--- config.mk ---
export PLATFORM = sky130hd
export DESIGN_NAME = normal_state_fault_monitor
export DESIGN_NICKNAME = d
export VERILOG_FILES = /design/src/fault_monitor_pkg.sv /design/src/normal_state_fault_monitor.sv
export VERILOG_INCLUDE_DIRS = /design/src
export SDC_FILE = /design/constraint.sdc
export NUM_CORES = 1
export LEC_CHECK = 0
export BUFFER_PORTS_ARGS = -buffer_cell sky130_fd_sc_hd__buf_2
export CORE_ASPECT_RATIO = 0.7
export CORE_MARGIN = 10
export CORE_UTILIZATION = 25
export DETAILED_ROUTE_END_ITERATION = 6
export GPL_TIMING_DRIVEN = 0
export SYNTH_ARGS = -nofsm -noshare
export SYNTH_HDL_FRONTEND = slang
export SYNTH_SLANG_ARGS = --single-unit
--- constraint.sdc ---
create_clock -name core_clk_i -period 3.2 [get_ports core_clk_i]
set_clock_uncertainty 0.2 [all_clocks]
set_input_delay 0.32 -clock core_clk_i [delete_from_list [all_inputs] [get_ports core_clk_i]]
set_output_delay 0.32 -clock core_clk_i [all_outputs]
set_load 0.005 [all_outputs]
--- src/fault_monitor_map.svh ---
// Register offsets, field positions, reset values and timing counts for the fault monitor
`ifndef FAULT_MONITOR_MAP_SVH
`define FAULT_MONITOR_MAP_SVH
`define FM_OFS_CTRL 12'h000
`define FM_OFS_FLAGS 12'h004
`define FM_OFS_CLEAR 12'h008
`define FM_OFS_LIVE 12'h00c
`define FM_CTRL_STANDBY 0
`define FM_CTRL_LOWSUP_LSB 8
`define FM_CTRL_LOWSUP_W 5
`define FM_CLR_FAULT 0
`define FM_CLR_POWERON 1
`define FM_LOWSUP_RESET 5'h00
`define FM_LOWSUP_MAX 5'h1f
`define FM_LOWSUP_MIN_V 4
`define FM_LOWSUP_MAX_V 35
`define FM_PULSE_NS 50000
`define FM_CLK_NS 25
`define FM_PULSE_CYC ((`FM_PULSE_NS) / (`FM_CLK_NS))
`endif

--- src/fault_monitor_pkg.sv ---
// Types shared by the fault monitor
package fault_monitor_pkg;
  typedef struct packed {
    logic thermal_shutdown;
    logic overtemperature;
    logic thermal_warning;
    logic ref_short;
    logic ref_open;
    logic supply_undervolt;
    logic low_supply;
    logic lockout;
  } fault_in_s;
  typedef struct packed {
    logic error_summary;
    logic poweron;
    logic overtemperature;
    logic thermal_warning;
    logic reference;
    logic supply_undervolt;
    logic low_supply;
  } flags_s;
  typedef enum logic [1:0] {
    ST_POR = 2'b00,
    ST_INIT = 2'b01,
    ST_NORMAL = 2'b11
  } power_state_e;
endpackage : fault_monitor_pkg

--- src/normal_state_fault_monitor.sv ---
// Fault supervision, fault pin driver and standby output with an APB register slave
//
// Chosen here: the register offsets and register access over APB.
`timescale 1ns/1ps
`default_nettype none
`include "fault_monitor_map.svh"
// Functional notes
// - Standby pull-up on by default, off while standby bit is 1, on again at 0.
// - Standby output high after enable; low when standby bit set or device disabled.
// - Normal state only reports faults, except lockout, undervoltage, overtemperature, thermal shutdown and low supply.
// - Lockout enters power-on reset; recovery goes to init with power-on and summary set.
// - Writing power-on clear bit clears power-on and summary flags; bit self-clears.
// - Supply below low threshold gives one 50 us pin pulse and sets flags.
// - Low-supply flag latched; fault clear after recovery clears it and summary.
// - Open and single-LED short detection disabled while supply is below low threshold.
// - Low-supply threshold selects 4 V to 35 V in 1 V steps.
// - Supply undervoltage holds fault pin low constantly and sets flags.
// - Outputs disabled under falling undervoltage threshold, enabled above rising one.
// - Undervoltage flag latched until fault clear, which also clears summary.
// - Reference open or short holds fault pin low and sets reference and summary.
// - Pin released on reference recovery; flags held until fault clear.
// - Thermal warning gives one 50 us pin pulse and sets flags.
// - Thermal-warning flag latched; fault clear clears it and summary.
// - Overtemperature turns outputs off, holds pin low, sets flags.
// - Below hysteresis outputs resume, pin released; flags kept until fault clear.
// - Shutdown temperature kills regulator, sets power-on flags, restarts from reset defaults.
module normal_state_fault_monitor #(
  parameter int PULSE_CYC = `FM_PULSE_CYC
) (
  // Clock and reset
  input wire logic core_clk_i,
  input wire logic rst_b_i,
  // APB slave
  input wire logic psel_i,
  input wire logic penable_i,
  input wire logic pwrite_i,
  input wire logic [11:0] paddr_i,
  input wire logic [31:0] pwdata_i,
  input wire logic [3:0] pstrb_i,
  output logic [31:0] prdata_o,
  output logic pready_o,
  output logic pslverr_o,
  // Analog comparator results and enable pin, asynchronous
  input wire fault_monitor_pkg::fault_in_s fault_raw_i,
  input wire logic device_enable_i,
  // Pins and controls toward the analog side
  output logic err_sink_oe_o,
  output logic err_sink_o,
  output logic transceiver_standby_out_o,
  output logic standby_pullup_en_o,
  output logic outputs_enable_o,
  output logic regulator_rail_en_o,
  output logic open_short_detect_en_o,
  output logic [4:0] low_supply_threshold_o
);
  import fault_monitor_pkg::*;

  localparam int PCW = $clog2(PULSE_CYC + 1);

  logic rst_sync1;
  logic rst_sync2;
  fault_in_s sync1;
  fault_in_s sync2;
  fault_in_s sync3;
  fault_in_s live;
  fault_in_s live_d;
  logic en_s1;
  logic en_s2;
  logic en_s3;
  logic en_live;
  flags_s flags;
  power_state_e state;
  logic standby;
  logic [4:0] low_supply_threshold;
  logic [PCW-1:0] pulse_cnt;
  logic wr_en;
  logic rd_en;
  logic addr_ok;
  logic clr_fault;
  logic clr_poweron;
  logic soft_reset;
  logic pulse_fire;
  logic constant_sink;
  // Event strobes, one cycle each; ref_bad is a level
  logic low_rise;
  logic uv_rise;
  logic ref_bad;
  logic ref_rise;
  logic warn_rise;
  logic ot_rise;
  logic ctrl_wr;
  logic clear_wr;

  function automatic logic rose(input logic now, input logic was);
    rose = now & ~was;
  endfunction : rose

  function automatic logic clr_ok(input logic clr, input logic cond);
    clr_ok = clr & ~cond;
  endfunction : clr_ok

  // Reset release through two flops
  always_ff @(posedge core_clk_i or negedge rst_b_i) begin
    if (!rst_b_i) begin
      rst_sync1 <= 1'b0;
      rst_sync2 <= 1'b0;
    end else begin
      rst_sync1 <= 1'b1;
      rst_sync2 <= rst_sync1;
    end
  end

  // Three-stage input capture; a change counts once stages two and three agree
  always_ff @(posedge core_clk_i or negedge rst_sync2) begin
    if (!rst_sync2) begin
      sync1 <= '0;
      sync2 <= '0;
      sync3 <= '0;
      live <= '0;
      en_s1 <= 1'b0;
      en_s2 <= 1'b0;
      en_s3 <= 1'b0;
      en_live <= 1'b0;
    end else begin
      sync1 <= fault_raw_i;
      sync2 <= sync1;
      sync3 <= sync2;
      for (int i = 0; i < $bits(fault_in_s); i++) begin
        if (sync2[i] == sync3[i]) begin
          live[i] <= sync3[i];
        end
      end
      en_s1 <= device_enable_i;
      en_s2 <= en_s1;
      en_s3 <= en_s2;
      if (en_s2 == en_s3) begin
        en_live <= en_s3;
      end
    end
  end

  always_ff @(posedge core_clk_i or negedge rst_sync2) begin
    if (!rst_sync2) begin
      live_d <= '0;
    end else begin
      live_d <= live;
    end
  end

  // Lockout or thermal shutdown drop to power-on reset; control register returns to defaults
  always_ff @(posedge core_clk_i or negedge rst_sync2) begin
    if (!rst_sync2) begin
      state <= ST_POR;
    end else begin
      // INIT lasts one cycle; nothing is loaded from storage here
      case (state)
        ST_POR: begin
          if (!live.lockout && !live.thermal_shutdown) begin
            state <= ST_INIT;
          end
        end
        ST_INIT: begin
          if (live.lockout || live.thermal_shutdown) begin
            state <= ST_POR;
          end else begin
            state <= ST_NORMAL;
          end
        end
        ST_NORMAL: begin
          if (live.lockout || live.thermal_shutdown) begin
            state <= ST_POR;
          end
        end
        default: begin
          state <= ST_POR;
        end
      endcase
    end
  end

  assign soft_reset = (state == ST_POR);

  // APB decode: reads captured in setup, writes land at the access edge with ready high
  assign addr_ok = (paddr_i == `FM_OFS_CTRL) || (paddr_i == `FM_OFS_FLAGS) ||
                   (paddr_i == `FM_OFS_CLEAR) || (paddr_i == `FM_OFS_LIVE);
  assign wr_en = psel_i & penable_i & pready_o & pwrite_i & addr_ok;
  assign rd_en = psel_i & ~penable_i & ~pwrite_i;
  assign ctrl_wr = wr_en & (paddr_i == `FM_OFS_CTRL);
  assign clear_wr = wr_en & (paddr_i == `FM_OFS_CLEAR) & pstrb_i[0];
  // Clear strobes last one cycle, so the bits read back as zero
  assign clr_fault = clear_wr & pwdata_i[`FM_CLR_FAULT];
  assign clr_poweron = clear_wr & pwdata_i[`FM_CLR_POWERON];

  // Rising edges only, so a fault that stays does not set its flag again after a clear
  assign ref_bad = live.ref_open | live.ref_short;
  assign low_rise = rose(live.low_supply, live_d.low_supply);
  assign uv_rise = rose(live.supply_undervolt, live_d.supply_undervolt);
  assign ref_rise = rose(ref_bad, live_d.ref_open | live_d.ref_short);
  assign warn_rise = rose(live.thermal_warning, live_d.thermal_warning);
  assign ot_rise = rose(live.overtemperature, live_d.overtemperature);

  always_ff @(posedge core_clk_i or negedge rst_sync2) begin
    if (!rst_sync2) begin
      pready_o <= 1'b0;
      pslverr_o <= 1'b0;
      prdata_o <= 32'h0000_0000;
    end else begin
      pready_o <= psel_i & ~penable_i;
      pslverr_o <= psel_i & ~penable_i & ~addr_ok;
      prdata_o <= 32'h0000_0000;
      if (rd_en) begin
        case (paddr_i)
          `FM_OFS_CTRL: begin
            prdata_o <= {19'h0, low_supply_threshold, 7'h00, standby};
          end
          `FM_OFS_FLAGS: begin
            prdata_o <= {25'h0, flags};
          end
          `FM_OFS_LIVE: begin
            prdata_o <= {22'h0, state, live};
          end
          default: begin
            prdata_o <= 32'h0000_0000;
          end
        endcase
      end
    end
  end

  // Control register; write lands at the access edge
  always_ff @(posedge core_clk_i or negedge rst_sync2) begin
    if (!rst_sync2) begin
      standby <= 1'b0;
      low_supply_threshold <= `FM_LOWSUP_RESET;
    end else if (soft_reset) begin
      standby <= 1'b0;
      low_supply_threshold <= `FM_LOWSUP_RESET;
    end else if (ctrl_wr) begin
      if (pstrb_i[0]) begin
        standby <= pwdata_i[`FM_CTRL_STANDBY];
      end
      if (pstrb_i[1]) begin
        // Codes past 35 V saturate so the analog side never sees an undefined step
        if (pwdata_i[`FM_CTRL_LOWSUP_LSB +: `FM_CTRL_LOWSUP_W] >
            5'(`FM_LOWSUP_MAX_V - `FM_LOWSUP_MIN_V)) begin
          low_supply_threshold <= 5'(`FM_LOWSUP_MAX_V - `FM_LOWSUP_MIN_V);
        end else begin
          low_supply_threshold <= pwdata_i[`FM_CTRL_LOWSUP_LSB +: `FM_CTRL_LOWSUP_W];
        end
      end
    end
  end

  // Sticky flags; set beats clear, clear ignored while the condition stays, except for the summary
  always_ff @(posedge core_clk_i or negedge rst_sync2) begin
    if (!rst_sync2) begin
      flags <= '0;
    end else begin
      if (low_rise) begin
        flags.low_supply <= 1'b1;
      end else if (clr_ok(clr_fault, live.low_supply)) begin
        flags.low_supply <= 1'b0;
      end
      if (uv_rise) begin
        flags.supply_undervolt <= 1'b1;
      end else if (clr_ok(clr_fault, live.supply_undervolt)) begin
        flags.supply_undervolt <= 1'b0;
      end
      if (ref_rise) begin
        flags.reference <= 1'b1;
      end else if (clr_ok(clr_fault, ref_bad)) begin
        flags.reference <= 1'b0;
      end
      if (warn_rise) begin
        flags.thermal_warning <= 1'b1;
      end else if (clr_ok(clr_fault, live.thermal_warning)) begin
        flags.thermal_warning <= 1'b0;
      end
      if (ot_rise) begin
        flags.overtemperature <= 1'b1;
      end else if (clr_ok(clr_fault, live.overtemperature)) begin
        flags.overtemperature <= 1'b0;
      end
      if (state == ST_POR) begin
        flags.poweron <= 1'b1;
      end else if (clr_poweron) begin
        flags.poweron <= 1'b0;
      end
      // Summary follows any new event; each clear also drops it
      if (state == ST_POR || low_rise || uv_rise || ref_rise || warn_rise ||
          ot_rise) begin
        flags.error_summary <= 1'b1;
      end else if (clr_fault || clr_poweron) begin
        flags.error_summary <= 1'b0;
      end
    end
  end

  // Pulse timer for warning-class events
  assign pulse_fire = low_rise | warn_rise;
  assign constant_sink = live.supply_undervolt | ref_bad |
                         live.overtemperature | live.thermal_shutdown;

  always_ff @(posedge core_clk_i or negedge rst_sync2) begin
    if (!rst_sync2) begin
      pulse_cnt <= '0;
    end else if (pulse_fire) begin
      // Loaded one short: the firing cycle itself already drives the pin
      pulse_cnt <= PCW'(PULSE_CYC - 1);
    end else if (pulse_cnt != '0) begin
      pulse_cnt <= pulse_cnt - PCW'(1);
    end
  end

  // Pin and analog controls, all registered
  always_ff @(posedge core_clk_i or negedge rst_sync2) begin
    if (!rst_sync2) begin
      err_sink_oe_o <= 1'b0;
      err_sink_o <= 1'b0;
      transceiver_standby_out_o <= 1'b0;
      standby_pullup_en_o <= 1'b1;
      outputs_enable_o <= 1'b0;
      regulator_rail_en_o <= 1'b1;
      open_short_detect_en_o <= 1'b0;
      low_supply_threshold_o <= `FM_LOWSUP_RESET;
    end else begin
      // Open drain: only ever drives low; reference recovery releases by itself
      err_sink_oe_o <= constant_sink | (pulse_cnt != '0) | pulse_fire;
      err_sink_o <= 1'b0;
      standby_pullup_en_o <= ~standby;
      transceiver_standby_out_o <= en_live & ~standby;
      // Only leaving normal state, undervoltage and overtemperature act; reference faults are left to the host
      outputs_enable_o <= (state == ST_NORMAL) & ~live.supply_undervolt &
                          ~live.overtemperature;
      regulator_rail_en_o <= ~live.thermal_shutdown;
      open_short_detect_en_o <= ~live.low_supply;
      low_supply_threshold_o <= low_supply_threshold;
    end
  end
endmodule : normal_state_fault_monitor
`default_nettype wire

# Yosys cells after proc, flatten, opt, wreduce, memory -nomap -nowiden
# Cells that the tools add are included.
# totals
register_bits	115
out_inout_bits	46
wordCells	190
inputBits	62
# classes
n_eq_ne	16
muxes	29
order_cmp	1
bitwise	48
add_sub_neg	1
reduce_logical	30
# op_table
operator	n
13-bit case mux with 3 select lines	1
1-bit AND	25
12-bit by 4-bit == test with 1-bit output (second input constant)	2
11-bit 2-to-1 mux	2
2-bit nonzero test	11
5-bit 2-to-1 mux	4
1-bit 2-to-1 mux	17
1-bit NOT	15
13-bit 2-to-1 mux	1
12-bit by 3-bit == test with 1-bit output (second input constant)	1
12-bit zero test	1
11-bit nonzero test	1
11-bit by 1-bit subtractor with 11-bit output (second input constant)	1
1-bit logical OR	10
1-bit == test	9
1-bit bitwise OR	8
2-bit 2-to-1 mux	3
2-bit case mux with 3 select lines	1
2-bit AND reduction	3
5-bit greater-than comparator (second input constant)	1
2-bit by 1-bit == test with 1-bit output (second input constant)	1
2-bit == test (second input constant)	1
1-bit zero test	2
2-bit zero test	1
3 further kinds	3

# Depth between registers and ports, before layout
# logic_depth
ltp_word	11
mapped_depth	6
mapped_depth_nobuf	6

# Worst setup path before layout
# OpenSTA, ideal clock, no wires.
# synth_path
kind	reg-to-reg
from	register pulse_cnt[0]
to	register err_sink_oe_o
path_stages_with_launch	7
arrival_ns	1.385
required_ns	2.844
path_buffers	0
setup_slack_ns	1.460
setup_ns	0.156
cell_sequence	dfrtp_1 -> inv_1 -> ha_1 -> nor3b_4 -> nand2_1 -> nor4_1 -> nand4_1
# synth_between
elab_chain_len	3
# synth_lines
element	line_no	rtl
start: declaration	normal_state_fault_monitor.sv:75	logic [PCW-1:0] pulse_cnt;
start signal: assignment	normal_state_fault_monitor.sv:309	pulse_cnt <= PCW'(PULSE_CYC - 1);
start signal: assignment	normal_state_fault_monitor.sv:311	pulse_cnt <= pulse_cnt - PCW'(1);
11-bit nonzero test	normal_state_fault_monitor.sv:328	err_sink_oe_o <= constant_sink | (pulse_cnt != '0) | pulse_fire;
1-bit bitwise OR (2 in a row)	normal_state_fault_monitor.sv:328	
end signal: assignment	normal_state_fault_monitor.sv:328	
end: declaration	normal_state_fault_monitor.sv:47	output logic err_sink_oe_o,
# No other way between the ends.
# A chain may end at the register's enable or synchronous reset.

# Worst setup path in the final report
# Same ends and word-level chain as after synthesis.

==> metrics.md <==
| Metric | Value |
|---|---|
| Run status | completed |
| First-pass GRT wire length | between 10 and 15 mm |
| Die area | ~20000 um^2 |
| CP cell instances | inv_1 -> ha_1 -> nor3b_4 -> nand2_1 -> nor4_1 -> nand4_1 |
| DRT Wirelength | about 7.6 mm |
| Worst skew pair latency | approximately 0.34 ns |
| Pre-antenna DRT Iters | 4 |
| FILL cells | roughly 1400 |
| Root Driver | clkbuf_16 |
| CTS Buf Count | 9 |
| Htree depth | 3 |
| Most frequent cells in the layout | dfrtp_1, buf_2, buf_4 |
| Crit-path max cell delay | 0.42 ns |
| Starting Density | 0.2565 |
| Fin nets | 450 |
| Max-slew violations | 0 |
| Area growth from synthesis to layout | 28.75% |
| # placed instances | 554 |
| Routed wire per std cell | approximately 13 um |
| Die X | 163.1 um |
| Largest family of logic cells by synthesized area | simple AND/OR/NAND/NOR gates |
| Fmax | approximately 460 MHz |
| Layout cells sized above 1 | 0.2653 |
| MaxCap Viol Count | 0 |
| DRC errors left | 0 |
| Vias in the first global route | approximately 2400 |
| Starting DRT DRC Count | about 110 |
| Area leader, netlist | dfrtp_1 |
| Final cell count without fillers | roughly 580 |
| P per Cell Area | ~540 nW/um^2 |
| CP Capture Type | register |
| # resized after CTS | 0 |
| Power, Total | roughly 2.5 mW |
| Critical Path AT | ~2.1 ns |
| Post-synthesis simple-gate area fraction | 0.1390 |
| Period minus WS final | 2.169 ns |
| Register bit total from synthesis | 96 |
| Mean number of vias per cell | around 4.1 |
| Multiplexer share of the synthesized area | 0.01956 |
| Syn_area_per_cell | 12.57 um^2 |
| Synth Warn # | 0 |
| Placed cell area | 4218 um^2 |
| Post-Syn Area | approximately 3600 um^2 |
| Crit Path Max Fanout | 6 |
| Area of the multi-input gates | 1016 um^2 |
| RSZ-0062 raised after global routing | false |
| Finished Cell Area | between 4000 and 5000 um^2 |
| Post-layout worst setup margin | ~1.0 ns |
| Core Rows | 36 |
| Pre-CTS setup slack | 1.082 ns |
| Final Util | 0.3303 |
| Number of cells produced by synthesis | roughly 290 |
| FF/Latch Area | 2409 um^2 |
| Worst setup SP type | register |
| Largest net degree at the start of global routing | 53 |
| Final ANT Viol Nets | 0 |
| Area contributors post-synth | dfrtp_1, buf_4, maj3_1, a21oi_1, nor2_1 |
| Setup repair bufs after CTS | 0 |
| Slowest cell on the critical path | nor4_1 |
| Xor and xnor area share after synthesis | 0.004890 |
| Clock buffer depth | 2 |
| Post-synth cell types | 42 |
| Worst Tran Pin Value | just under 0.9 ns |
| Sequential share of the synthesized area | 0.6713 |
| HPWL Detailed | approximately 5.7 mm |
| CTS tree | yes |
| Clock sink count | 96 |
| GRT Residual Overflow | 0 |
| Vias | about 2400 |
| Final setup viols | 0 |
| Synth top area share | 0.6567 |
| Clock transition at path regs | about 0.07 ns |
| Synth Area in Compound Gates | 0.06951 |
| GPL Wtd Cong | 0.7699 |
| I/O pin cnt | between 100 and 150 |
| Max_slew headroom | 0.4095 |
| P_leak | 2.153 nW |
| Hold WC Path Type | input pin to register |
| Initial antenna violation count | 0 |
| Core area | roughly 14000 um^2 |
| Critical Path RT | about 3.1 ns |
| Critical path type | register to register |
| Synth Area in Adders | 0.02864 |
| Die height | 120.2 um |
| Final Hold Viols | 0 |
| GRT Util Overall | 0.08097 |
| Final Cycle Share | 0.6778 |
| Port-buffer cells | between 50 and 60 |
| Commonest non-fill, non-tap cell in the layout | dfrtp_1 |
| # diodes | 0 |
| Maximum VDD drop | between 0.2 and 0.3 mV |
==> kinds of logic after synthesis <==
kind of cell / count (synthesis)
buffers and inverters: 40
other: 2
muxes: 7
DFF: 96
adders and majority gates: 10
AOI/OAI and AO/OA: 41
and+or+nand+nor: 87
xor gates and xnor gates: 2
==> registers in the layout, summed over array words and instances (netlist names), 2 cells and up <==
| name | count |
|---|---|
| prdata_o | 13 |
| live | 8 |
| sync1 | 8 |
| sync2 | 8 |
| low_supply_threshold | 5 |
| low_supply_threshold_o | 5 |
| sync3 | 8 |
| state | 2 |
| live_d | 6 |
| flags | 7 |
| pulse_cnt | 11 |
==> per-layer routing <==
| layer | vias up | routed length [um] | global-route usage |
|---|---|---|---|
| met5 | - | 0 | 0 |
| met4 | 0 | 117 | 0.02978 |
| met3 | 16 | 441 | 0.03176 |
| met2 | 75 | 3619 | 0.1240 |
| met1 | 1163 | 3390 | 0.1014 |
| li1 | 1151 | - | - |
==> Yosys cell counts <==
master    instances
a211oi_1          2
a31oi_1           7
nor3b_1           1
nor2_1           20
xnor2_1           2
a211o_1           1
o21ai_1           1
o21ai_0           8
a22oi_1           1
nand4_1           7
nor3b_4           1
nor3_1            7
inv_1            16
o22ai_1           1
and2_0            1
buf_1             1
nand2_1          12
dfstp_2           2
a21o_1            1
o31ai_1           2
and4b_1           1
conb_1            2
ha_1              1
or3_1             2
dfrtp_1          94
and4_1            3
mux2i_1           7
a21oi_1          15
a41oi_2           1
nand2b_1          1
and2_1            4
maj3_1            9
nor2b_1           3
buf_4            22
nand3_1          12
nor4_1            4
clkbuf_1          1
or2_2             1
and3_1            3
o221ai_1          1
nor4_4            2
nand3b_1          2
==> timing repair <==
item | in CTS | in global routing
hold endpoints to repair | 13 | 0
hold buffers | 12 | 0
endpoints found under the setup margin | 0 | 0
==> stage by stage <==
stage / setup TNS [ns] / hold WS [ns]
after floorplan: 0 / -0.1756
after global placement: -72.40 / -0.09518
after detailed placement: 0 / -0.09166
after CTS: 0 / 0.01648
after global routing: 0 / 0.02677
final: 0 / 0.02552
==> worst paths after layout <==
kind,startpoint,end,slack [ns],cells after the start
max,pulse_cnt[0],err_sink_oe_o,1.03,6
min,pwdata_i[12],low_supply_threshold[4],0.03,3
max reg2reg,pulse_cnt[0],err_sink_oe_o,1.03,6
min reg2reg,rst_sync2,standby,0.13,0
max in group asynchronous,rst_sync2,pulse_cnt[1],2.02,1
min in group asynchronous,rst_b_i,rst_sync2,0.09,2
==> critical path, delay by kind of cell (launching register included) <==
family                   cells  cell delay [ns]
AND/OR/NAND/NOR              4             1.13
buffers and inverters        1             0.07
flip-flops                   1             0.40
adder cells (fa/ha/maj)      1             0.18
==> where the power goes <==
part	internal, mW	switching [mW]	total, mW
clock	0.535	0.453	0.988
sequential	1.27	0.0547	1.33
combinational	0.0884	0.0902	0.179
total	1.90	0.598	2.49
==> layout make-up <==
class | count | share of cell area
repair buffers | 72 | 0.09604
multi-input cells | 168 | 0.2203
well taps | 190 | 0.05155
inverters | 16 | 0.01302
clock inverters | 5 | 0.008953
flip-flops and latches | 96 | 0.5222
clock buffers | 11 | 0.05046
plain buffers | 24 | 0.03744
No activity file was read; power rests on OpenSTA's default activity.
